===== config.mk =====
export PLATFORM = sky130hd
export DESIGN_NAME = system_clock_generation
export DESIGN_NICKNAME = d
export VERILOG_FILES = /design/src/verilog/clock_divider.v /design/src/verilog/system_clock_generation.v
export VERILOG_INCLUDE_DIRS = /design/src /design/src/inc
export SDC_FILE = /design/constraint.sdc
export NUM_CORES = 1
export LEC_CHECK = 0
export BUFFER_PORTS_ARGS = -buffer_cell sky130_fd_sc_hd__buf_2
export CAP_MARGIN = 25
export CORE_ASPECT_RATIO = 1.25
export CORE_MARGIN = 2
export CORE_UTILIZATION = 40
export DETAILED_ROUTE_END_ITERATION = 8
export PLACE_DENSITY = 0.64
export RECOVER_POWER = 25
export SETUP_SLACK_MARGIN = 0.3
export SLEW_MARGIN = 20
export SYNTH_ARGS = -nofsm -noshare
export SYNTH_HDL_FRONTEND = slang
export SYNTH_SLANG_ARGS = --single-unit

===== constraint.sdc =====
create_clock -name CLK -period 4.3 [get_ports CLK]
set_clock_uncertainty 0.15 [all_clocks]
set_input_delay 0.215 -clock CLK [delete_from_list [all_inputs] [get_ports CLK]]
set_output_delay 0.215 -clock CLK [all_outputs]
set_load 0.02 [all_outputs]

===== src/inc/clkgen_defs.vh =====
// Constants of the clock generation and distribution unit.
`ifndef CLKGEN_DEFS_VH
`define CLKGEN_DEFS_VH
`define NUM_BUS_CLOCKS        5
`define NUM_UNITS             6
`define UNIT_ETH              0
`define UNIT_SD_I2C1          1
`define UNIT_SEC              2
`define UNIT_USB              3
`define UNIT_PCIE             4
`define UNIT_PCI_DMA          5
`define UCM_OFF               2'h0
`define UCM_FULL              2'h1
`define UCM_HALF              2'h2
`define UCM_THIRD             2'h3
`define UNIT_CTRL_RESET       12'h7FF
`define OUT_CTRL_RESET        5'h00
`define MULT_FIRST_VALID      4'h2
`define VCO_CODE_DIV4         2'h0
`define VCO_CODE_DIV8         2'h1
`define VCO_CODE_DIV2         2'h2
`define VCO_CODE_DIV1         2'h3
`define LB_DIV_CODE_2         2'h0
`define LB_DIV_CODE_4         2'h1
`define LB_HALF_2             4'h1
`define LB_HALF_4             4'h2
`define LB_HALF_8             4'h4
`define HALF_DIV2             4'h1
`endif


===== src/verilog/clock_divider.v =====
// Divider that toggles its output after a programmable number of advance ticks.
`timescale 1ns/1ps
module clock_divider (
	input  wire       clk,
	input  wire       reset_n,
	input  wire       tick,
	input  wire [3:0] half_count,
	output reg        clk_out
);
	reg [3:0] count_q;

	always @(posedge clk or negedge reset_n) begin
		if (!reset_n) begin
			count_q <= 4'h0;
			clk_out <= 1'b0;
		end else if (tick) begin
			if (count_q + 4'h1 >= half_count) begin
				count_q <= 4'h0;
				clk_out <= ~clk_out;
			end else begin
				count_q <= count_q + 4'h1;
			end
		end
	end
endmodule // clock_divider


===== src/verilog/system_clock_generation.v =====
// Clock selection, division, multiplier decode and unit clock gating.
`timescale 1ns/1ps
`include "clkgen_defs.vh"
//Contract
// - Host strap picks host ref, else bus clock
// - Host reference feeds divide-by-two and muxes
// - Divide strap picks sync output divided or not
// - Per-output enable gates each bus clock output
// - System PLL makes bus, memory, local clocks
// - Bus clock = sync x (1+div) x multiplier
// - Host mode: sync x (1+div) equals reference
// - Core PLL multiplies system bus clock
// - Multipliers come from reset configuration word
// - Memory clock halved into differential pair
// - Local bus clock divided by two, four, eight
// - Units reset to default ratio, software changes
// - Units default third; PCI/DMA full, off only
// - Second I2C clock is never configurable
// - Multiplier field decode, two codes reserved
// - VCO divider decode four, eight, two, one
module system_clock_generation (
	input  wire                       CLK,
	input  wire                       RESET_N,
	input  wire                       HOST_MODE_STRAP,
	input  wire                       REF_DIVIDE_STRAP,
	input  wire                       HOST_REF_CLOCK_IN,
	input  wire                       PCI_CLOCK_IN,
	input  wire [3:0]                 SYSTEM_PLL_MULTIPLIER,
	input  wire [6:0]                 CORE_MULTIPLIER_FIELD,
	input  wire [1:0]                 PLL_VCO_DIVIDER,
	input  wire                       MEMORY_CLOCK_MODE,
	input  wire                       LOCAL_BUS_CLOCK_MODE,
	input  wire [`NUM_BUS_CLOCKS-1:0] BUS_CLOCK_OUTPUT_ENABLE,
	input  wire [1:0]                 LOCAL_BUS_DIVIDE_RATIO,
	input  wire                       UNIT_CLOCK_WRITE,
	input  wire [11:0]                UNIT_CLOCK_WRITE_DATA,
	output reg                        PRIMARY_CLOCK_OUT,
	output reg                        SYNC_OUT,
	output reg  [`NUM_BUS_CLOCKS-1:0] BUS_CLOCK_OUTPUTS,
	output reg  [7:0]                 SYNC_TO_BUS_RATIO,
	output reg                        MULT_RESERVED,
	output reg  [6:0]                 CORE_MULTIPLIER,
	output reg  [3:0]                 VCO_DIVISION,
	output reg  [1:0]                 MEMORY_CLOCK_RATIO,
	output reg  [1:0]                 LOCAL_IF_CLOCK_RATIO,
	output reg                        MEMORY_CLOCK_PAIR_P,
	output reg                        MEMORY_CLOCK_PAIR_N,
	output reg  [2:0]                 LOCAL_BUS_CLOCK_OUT,
	output reg  [11:0]                UNIT_CLOCK_CONTROL,
	output reg  [`NUM_UNITS-1:0]      UNIT_CLOCK_ENABLE,
	output reg                        I2C2_CLOCK_ENABLE
);
	reg  [2:0]  host_sync_q;
	reg  [2:0]  pci_sync_q;
	reg         host_filt_q;
	reg         pci_filt_q;
	reg         cfg_loaded_q;
	reg         host_mode_q;
	reg         div_strap_q;
	reg  [3:0]  mult_field_q;
	reg  [6:0]  core_q;
	reg  [1:0]  vco_q;
	reg         memcm_q;
	reg         lb_mode_q;
	reg         ref_prev_q;
	reg  [11:0] unit_ctrl_q;
	reg  [11:0] unit_ctrl_d;
	reg  [3:0]  lb_half;
	reg  [3:0]  mult_raw;
	wire        ref_level;
	wire        ref_rise;
	wire        ref_half;
	wire        mem_half;
	wire        lb_clk;
	wire [5:0]  unit_en_d;

	// Pin clocks pass three stages; the filtered level moves once stages two and three agree.
	always @(posedge CLK or negedge RESET_N) begin
		if (!RESET_N) begin
			host_sync_q <= 3'h0;
			pci_sync_q  <= 3'h0;
			host_filt_q <= 1'b0;
			pci_filt_q  <= 1'b0;
		end else begin
			host_sync_q <= {host_sync_q[1:0], HOST_REF_CLOCK_IN};
			pci_sync_q  <= {pci_sync_q[1:0], PCI_CLOCK_IN};
			if (host_sync_q[1] == host_sync_q[2])
				host_filt_q <= host_sync_q[2];
			if (pci_sync_q[1] == pci_sync_q[2])
				pci_filt_q <= pci_sync_q[2];
		end
	end

	// Straps and the reset configuration word are captured once, on the first edge after release.
	always @(posedge CLK or negedge RESET_N) begin
		if (!RESET_N) begin
			cfg_loaded_q <= 1'b0;
			host_mode_q  <= 1'b0;
			div_strap_q  <= 1'b0;
			mult_field_q <= 4'h0;
			core_q       <= 7'h00;
			vco_q        <= 2'h0;
			memcm_q      <= 1'b0;
			lb_mode_q    <= 1'b0;
		end else if (!cfg_loaded_q) begin
			cfg_loaded_q <= 1'b1;
			host_mode_q  <= HOST_MODE_STRAP;
			div_strap_q  <= REF_DIVIDE_STRAP;
			mult_field_q <= SYSTEM_PLL_MULTIPLIER;
			core_q       <= CORE_MULTIPLIER_FIELD;
			vco_q        <= PLL_VCO_DIVIDER;
			memcm_q      <= MEMORY_CLOCK_MODE;
			lb_mode_q    <= LOCAL_BUS_CLOCK_MODE;
		end
	end

	assign ref_level = host_mode_q ? host_filt_q : pci_filt_q;
	assign ref_rise  = ref_level & ~ref_prev_q;

	always @(posedge CLK or negedge RESET_N) begin
		if (!RESET_N)
			ref_prev_q <= 1'b0;
		else
			ref_prev_q <= ref_level;
	end

	clock_divider u_ref_div (
		.clk        (CLK),
		.reset_n    (RESET_N),
		.tick       (ref_rise),
		.half_count (`HALF_DIV2),
		.clk_out    (ref_half)
	);

	// Sync and bus clock outputs are driven only when the device makes the system clock.
	always @(posedge CLK or negedge RESET_N) begin
		if (!RESET_N) begin
			PRIMARY_CLOCK_OUT <= 1'b0;
			SYNC_OUT          <= 1'b0;
			BUS_CLOCK_OUTPUTS <= `OUT_CTRL_RESET;
		end else begin
			PRIMARY_CLOCK_OUT <= ref_level;
			SYNC_OUT          <= host_mode_q & (div_strap_q ? ref_half : ref_level);
			BUS_CLOCK_OUTPUTS <= BUS_CLOCK_OUTPUT_ENABLE &
				{`NUM_BUS_CLOCKS{host_mode_q & (div_strap_q ? ref_half : ref_level)}};
		end
	end

	// Multiplier and ratio decode of the captured configuration.
	always @* begin
		mult_raw = mult_field_q;
		if (mult_field_q < `MULT_FIRST_VALID)
			mult_raw = 4'h0;
	end

	always @(posedge CLK or negedge RESET_N) begin
		if (!RESET_N) begin
			SYNC_TO_BUS_RATIO    <= 8'h00;
			MULT_RESERVED        <= 1'b0;
			CORE_MULTIPLIER      <= 7'h00;
			VCO_DIVISION         <= 4'h0;
			MEMORY_CLOCK_RATIO   <= 2'h0;
			LOCAL_IF_CLOCK_RATIO <= 2'h0;
		end else begin
			SYNC_TO_BUS_RATIO    <= div_strap_q ? {3'h0, mult_raw, 1'b0} : {4'h0, mult_raw};
			MULT_RESERVED        <= cfg_loaded_q & (mult_field_q < `MULT_FIRST_VALID);
			CORE_MULTIPLIER      <= core_q;
			case (vco_q)
				`VCO_CODE_DIV4: VCO_DIVISION <= 4'h4;
				`VCO_CODE_DIV8: VCO_DIVISION <= 4'h8;
				`VCO_CODE_DIV2: VCO_DIVISION <= 4'h2;
				default:        VCO_DIVISION <= 4'h1;
			endcase
			MEMORY_CLOCK_RATIO   <= memcm_q ? 2'h2 : 2'h1;
			LOCAL_IF_CLOCK_RATIO <= lb_mode_q ? 2'h2 : 2'h1;
		end
	end

	clock_divider u_mem_div (
		.clk        (CLK),
		.reset_n    (RESET_N),
		.tick       (1'b1),
		.half_count (`HALF_DIV2),
		.clk_out    (mem_half)
	);

	always @* begin
		case (LOCAL_BUS_DIVIDE_RATIO)
			`LB_DIV_CODE_2: lb_half = `LB_HALF_2;
			`LB_DIV_CODE_4: lb_half = `LB_HALF_4;
			default:        lb_half = `LB_HALF_8;
		endcase
	end

	clock_divider u_lb_div (
		.clk        (CLK),
		.reset_n    (RESET_N),
		.tick       (1'b1),
		.half_count (lb_half),
		.clk_out    (lb_clk)
	);

	always @(posedge CLK or negedge RESET_N) begin
		if (!RESET_N) begin
			MEMORY_CLOCK_PAIR_P <= 1'b0;
			MEMORY_CLOCK_PAIR_N <= 1'b1;
			LOCAL_BUS_CLOCK_OUT <= 3'h0;
		end else begin
			MEMORY_CLOCK_PAIR_P <= mem_half;
			MEMORY_CLOCK_PAIR_N <= ~mem_half;
			LOCAL_BUS_CLOCK_OUT <= {3{lb_clk}};
		end
	end

	// Unit ratio register; the bus complex field refuses the divided ratios and keeps its value.
	always @* begin
		unit_ctrl_d = unit_ctrl_q;
		if (UNIT_CLOCK_WRITE) begin
			unit_ctrl_d[9:0] = UNIT_CLOCK_WRITE_DATA[9:0];
			if (UNIT_CLOCK_WRITE_DATA[11:10] == `UCM_OFF || UNIT_CLOCK_WRITE_DATA[11:10] == `UCM_FULL)
				unit_ctrl_d[11:10] = UNIT_CLOCK_WRITE_DATA[11:10];
		end
	end

	always @(posedge CLK or negedge RESET_N) begin
		if (!RESET_N) begin
			unit_ctrl_q        <= `UNIT_CTRL_RESET;
			UNIT_CLOCK_CONTROL <= `UNIT_CTRL_RESET;
			UNIT_CLOCK_ENABLE  <= 6'h00;
			I2C2_CLOCK_ENABLE  <= 1'b0;
		end else begin
			unit_ctrl_q        <= unit_ctrl_d;
			UNIT_CLOCK_CONTROL <= unit_ctrl_d;
			UNIT_CLOCK_ENABLE  <= unit_en_d;
			I2C2_CLOCK_ENABLE  <= 1'b1;
		end
	end

	// Each unit gets a clock-enable pulse at its ratio of the system clock.
	genvar u;
	generate
		for (u = 0; u < `NUM_UNITS; u = u + 1) begin : g_unit
			reg  [1:0] phase_q;
			wire [1:0] mode = unit_ctrl_q[2*u+1:2*u];
			always @(posedge CLK or negedge RESET_N) begin
				if (!RESET_N)
					phase_q <= 2'h0;
				else if (mode == `UCM_THIRD)
					phase_q <= (phase_q == 2'h2) ? 2'h0 : phase_q + 2'h1;
				else
					phase_q <= {1'b0, ~phase_q[0]};
			end
			// Half and third ratios pass one cycle of every two or three; off passes none.
			assign unit_en_d[u] = (mode == `UCM_FULL) ||
				((mode == `UCM_HALF || mode == `UCM_THIRD) && phase_q == 2'h0);
		end
	endgenerate
endmodule // system_clock_generation

; ---- Yosys cells after proc, flatten, opt, wreduce, memory -nomap -nowiden
; Cells that the tools add are included.
[totals]
latch_bits = 0
romBits = 0
mem_bits_rw = 0
output_inout_bits = 55
wordCells = 149
register_bits = 102
inputBits = 41
memories = 0
[op_classes]
n_mul = 0
n_mux = 23
bitwise_logic = 14
shift = 0
div_mod_pow = 0
magnitude_cmp = 4
n_reduce_logical = 30
eq_ne = 30
n_addsub = 9
[op_table]
columns = op, count
row1 = 2-bit equality test (second input constant), 19
row2 = 2-bit two-way mux, 14
row3 = 2-bit by 1-bit equality test with 1-bit output (second input constant), 9
row4 = 2-bit zero test, 9
row5 = 4-bit two-way mux, 4
row6 = 1-bit logical OR, 13
row7 = 2-bit by 1-bit adder with 2-bit output (second input constant), 6
row8 = 4-bit by 1-bit adder with 4-bit output (second input constant), 3
row9 = 4-bit one-hot mux with 3 select lines, 1
row10 = 1-bit inverter, 10
row11 = 4-bit by 1-bit greater-or-equal comparator with 1-bit output (second input constant), 2
row12 = 1-bit logical AND, 6
row13 = 3-bit one-hot mux with 2 select lines, 1
row14 = 5-bit bitwise AND, 1
row15 = 5-bit two-way mux, 1
row16 = 4-bit by 3-bit greater-or-equal comparator with 1-bit output, 1
row17 = 4-bit by 2-bit less-than comparator with 1-bit output (second input constant), 1
row18 = 2-bit AND reduction, 2
row19 = 1-bit bitwise AND, 3
row20 = 1-bit equality test, 2
row21 = 1-bit two-way mux, 2

; ---- Logic depth before layout (Yosys ltp)
[depth]
word_depth = 4
depth_mapped = 7
mapped_depth_nobuf = 7

; ---- Modules after synthesis
; From an unflattened synthesis, not the netlist that was laid out.
[hier_totals]
hier_cells = 283
hier_area_um2 = 4065.1
[by_module_without_submodules]
columns = module, seq_area_each_um2, area_each_um2, instances, cells_per_inst
row1 = system_clock_generation, 2192.1, 3066.7, 1, 187
row2 = clock_divider, 125.1, 332.8, 3, 32

; ---- Least setup slack after synthesis
; OpenSTA, ideal clock, no wires.
[synth_timing]
path_kind = register -> register
start = reg u_lb_div.count_q[0]
end = reg u_lb_div.clk_out
path_slack_ns = 2.410
t_required_ns = 4.025
arrival_ns = 1.615
path_buffers = 0
stages_incl_launch_ff = 8
setup_ns = 0.125
period_less_slack_ns = 1.890
cell_sequence = dfrtp_1 ha_1 xor2_1 ha_1 a21oi_1 o21ai_1 or2_1 xor2_1
[synth_between]
elab_chain_len = 2
[synth_rtl]
columns = item, line
row1 = start: declaration, clock_divider.v:10  ; reg [3:0] count_q;
row2 = start signal: assignment, clock_divider.v:21  ; count_q <= count_q + 4'h1;
row3 = 4-bit by 1-bit adder with 4-bit output, clock_divider.v:17  ; if (count_q + 4'h1 >= half_count) begin
row4 = 4-bit by 3-bit greater-or-equal comparator with 1-bit output, clock_divider.v:17
row5 = end signal: assignment, clock_divider.v:19  ; clk_out <= ~clk_out;
row6 = end: declaration, clock_divider.v:8  ; output reg clk_out
; Every way passes these cells.
; A chain may end at the register's enable or synchronous reset.

; ---- Final worst setup path
; Same ends and word-level chain as after synthesis.

==> run_results.csv <==
group,metric,value,unit
grt,grt.met1_usage,0.161,
yosys,synth-async-reset-ratio,1.00,
hold_path,whs_endpoint,"unit_ctrl_q[11]",
layout,fin_cells,507,
grt,grt_start_max_net_pins,74,
hold_path,hp-start,"UNIT_CLOCK_WRITE_DATA[11]",
sta,hold_viol,0,
layout,area_growth,33.5,%
placed_design,dp_hpwl,3970,µm
yosys,netlist_top_cells_area,"dfrtp_1 (61%), mux2_2 (11%), dfstp_2 (8.6%)",
drt,drc_errors,0,
grt,busiest_layer,"met2",
clocking,cts_inserted_buffers,9,
yosys,yosysMostFrequentCell,"dfrtp_1",
yosys,synth-edff-count,0,
yosys,yosysUniqueCellTypes,35,
pwr,power.leakage,2.38,nW
placed_design,dp_slack,2.30,ns
status,status,"completed",
drt,routed_wl,6240,µm
worst_setup_path,critPathKind,"reg2reg",
yosys,ys_warn_count,0,
grt,grt.overflow.total,0,
sta,worst_pin_slew,0.900,ns
worst_setup_path,r2r.worst_path.cells,7,
yosys,ys_ff_latch,102,
worst_setup_path,reg2reg_to,"u_lb_div.clk_out",
sta,fin_crit_sh,0.463,
clocking,cts.sinks,102,
clocking,cts_buffer_depth,2,
pwr,power_density,493,nW/µm²
yosys,synth_common_cells,"dfrtp_1 (90), mux2_2 (36), dfstp_2 (12), inv_1 (12), nor2_1 (10)",
sta,setup_violations,0,
clocking,htree_levels,3,
grt,grt_util_met3,0.0277,
worst_setup_path,worstSetupEndpointType,"flop",
sta,fmax,502,MHz
placed_design,gp_congestion,0.682,
die,fp.dieW,89.9,µm
die,std_cell_rows,39,
placed_design,portBuffers,92,
sta,finalSetupTns,0,ns
sta,relSlewSlack,0.400,
sta,slew_viol_final,0,
sta,setup_slack,2.31,ns
layout,diodes,0,
grt,grt_pass1_wl,10900,µm
worst_setup_path,worstPathArrival,2.06,ns
placed_design,place_inst,455,
worst_setup_path,ff2ff_setup_slack,2.31,ns
clocking,post_cts_buffers,0,
grt,gr-usage-all-layers,0.135,
clocking,cts_tree,"done",
yosys,synthCells,243,
grt,gr-usage-met2,0.232,
yosys,synthFlopType,"dfrtp_1",
layout,drive_gt1_frac,0.401,
pwr,ir_worst_vdd,0.275,mV
yosys,yosysTopAreaCellShare,0.611,
drt,viasPerCell,4.45,
sta,rsz0062_at_grt,"no",
hold_path,worstHoldPathCells,3,
die,coreArea,9080,µm²
hold_path,hold_class,"in2reg",
layout,nets,428,
yosys,ys_seq_area_frac,0.696,
drt,drtPass1Iterations,4,
die,die-area,10000,µm²
yosys,syn_area_per_cell,15.2,µm²
clocking,clock-root-buffer,"clkbuf_16",
grt,antenna_found_initial,0,
clocking,cts_resized,0,
pwr,p_total,2.43,mW
die,start_util,0.406,
sta,period_needed,1.99,ns
drt,first_iter_violations,60,
drt,drt-wirelength-per-cell,12.3,µm
run,cap_violations,0,
clocking,clk_latency,0.33,ns
worst_setup_path,start_kind,"flop",
die,die_y,111,µm
grt,grt_pass1_vias,2359,
drt,vias,2256,
worst_setup_path,r2r-start,"u_lb_div.count_q[0]",
yosys,syn-cell-area,3690,µm²
die,io_pins,96,
clocking,path_clk_slew,0.07,ns
worst_setup_path,required,4.36,ns
worst_setup_path,path_max_fanout,4,
drt,ant_nets,0,
yosys,yosysTopAreaCell,"dfrtp_1",
-- worst max-delay path by stage --
stage / start / slack (ns) / to / cells past startpoint
after global placement: u_lb_div.count_q[0] / 2.36 / u_lb_div.clk_out / 7
after global routing: u_lb_div.count_q[0] / 2.20 / u_lb_div.clk_out / 7
after detailed placement: u_lb_div.count_q[0] / 2.30 / u_lb_div.clk_out / 7
final: u_lb_div.count_q[0] / 2.31 / u_lb_div.clk_out / 7
after CTS: u_lb_div.count_q[0] / 2.29 / u_lb_div.clk_out / 7
after floorplan: u_lb_div.count_q[0] / 2.41 / u_lb_div.clk_out / 7
-- cell families (layout without fill, tap and decap cells) --
kind of cell | count (synthesis) | count (layout) | share of synthesized area
AO/OA/AOI/OAI | 14 | 14 | 0.0241
XOR/XNOR | 6 | 6 | 0.0143
adder cells (fa/ha/maj) | 10 | 10 | 0.0326
buffers and inverters | 21 | 157 | 0.0309
flip-flops | 102 | 102 | 0.696
multiplexers | 38 | 38 | 0.115
other | 2 | 7 | 0.00204
AND/OR/NAND/NOR | 50 | 50 | 0.0845
-- what timing repair did --
item                       in CTS  in global routing
hold endpoints to repair       97                  0
setup endpoints to repair       0                  0
hold buffers                   36                  0
-- registers in the layout, summed over array words and instances, names as in the netlist, 5 cells and up --
register,flops
BUS_CLOCK_OUTPUTS,5
core_q,7
CORE_MULTIPLIER,7
UNIT_CLOCK_ENABLE,6
g_unit.phase_q,12
SYNC_TO_BUS_RATIO,5
unit_ctrl_q,12
-- critical path, stage by stage, from the launching register on --
cell	delay, ns
dfrtp_1	0.42
ha_1	0.23
xor2_1	0.15
ha_1	0.31
a21oi_1	0.13
o21ai_1	0.09
or2_1	0.25
xor2_1	0.15
-- area by class of cell --
type / count / area [µm²]
sequential: 102 / 2570
clock inverter: 5 / 56.3
inverter: 12 / 45.0
tap: 123 / 154
fill: 805 / 4160
multi-input combinational: 125 / 1010
clock buffer: 11 / 253
timing repair buffer: 129 / 831
-- where the power goes --
| part | total (mW) | internal (mW) | leakage (nW) | switching [mW] |
|---|---|---|---|---|
| Sequential | 1.19 | 1.10 | 1.22 | 0.0863 |
| Clock | 0.819 | 0.483 | 0.152 | 0.336 |
| Combinational | 0.418 | 0.191 | 1.00 | 0.227 |
-- stage by stage --
step / hold WS (ns) / utilization / cell area, µm²
after floorplan: -0.231 / - / 3710
after global placement: 0.176 / 0.470 / 4260
after detailed placement: 0.178 / 0.470 / 4260
after CTS: 0.00945 / 0.543 / 4930
after global routing: 0.0361 / 0.542 / 4920
final: 0.0101 / 0.542 / 4920
-- layout by cell type (no fill, tap or decap), types with 2 or more instances in the layout --
cell           Yosys  final
nand2_1            5      5
nor3_1             2      2
conb_1             2      7
a31oi_1            6      6
ha_1               8      8
dfrtp_1           90     90
dfstp_1            0      8
inv_1             12     12
dlygate4sd3_1      0     36
buf_2              1     91
clkbuf_16          0      9
buf_4              7      2
xor2_1             2      2
clkinv_2           0      2
clkbuf_8           0      2
xnor2_1            4      4
and4b_1            6      6
nor2b_1            8      9
and2_1             9      8
dfstp_2           12      4
a21oi_1            4      4
mux2_2            36     36
mux2i_1            2      2
maj3_1             2      2
nor2_1            10     11
-- layer usage --
layer	wire length (µm)	part of all wire	vias to the layer above
met1	2700	0.43	1098
met4	130	0.021	0
met5	0	0	-
met3	318	0.051	10
met2	3090	0.50	71
li1	-	-	1077
(Power assumes the default switching activity.)
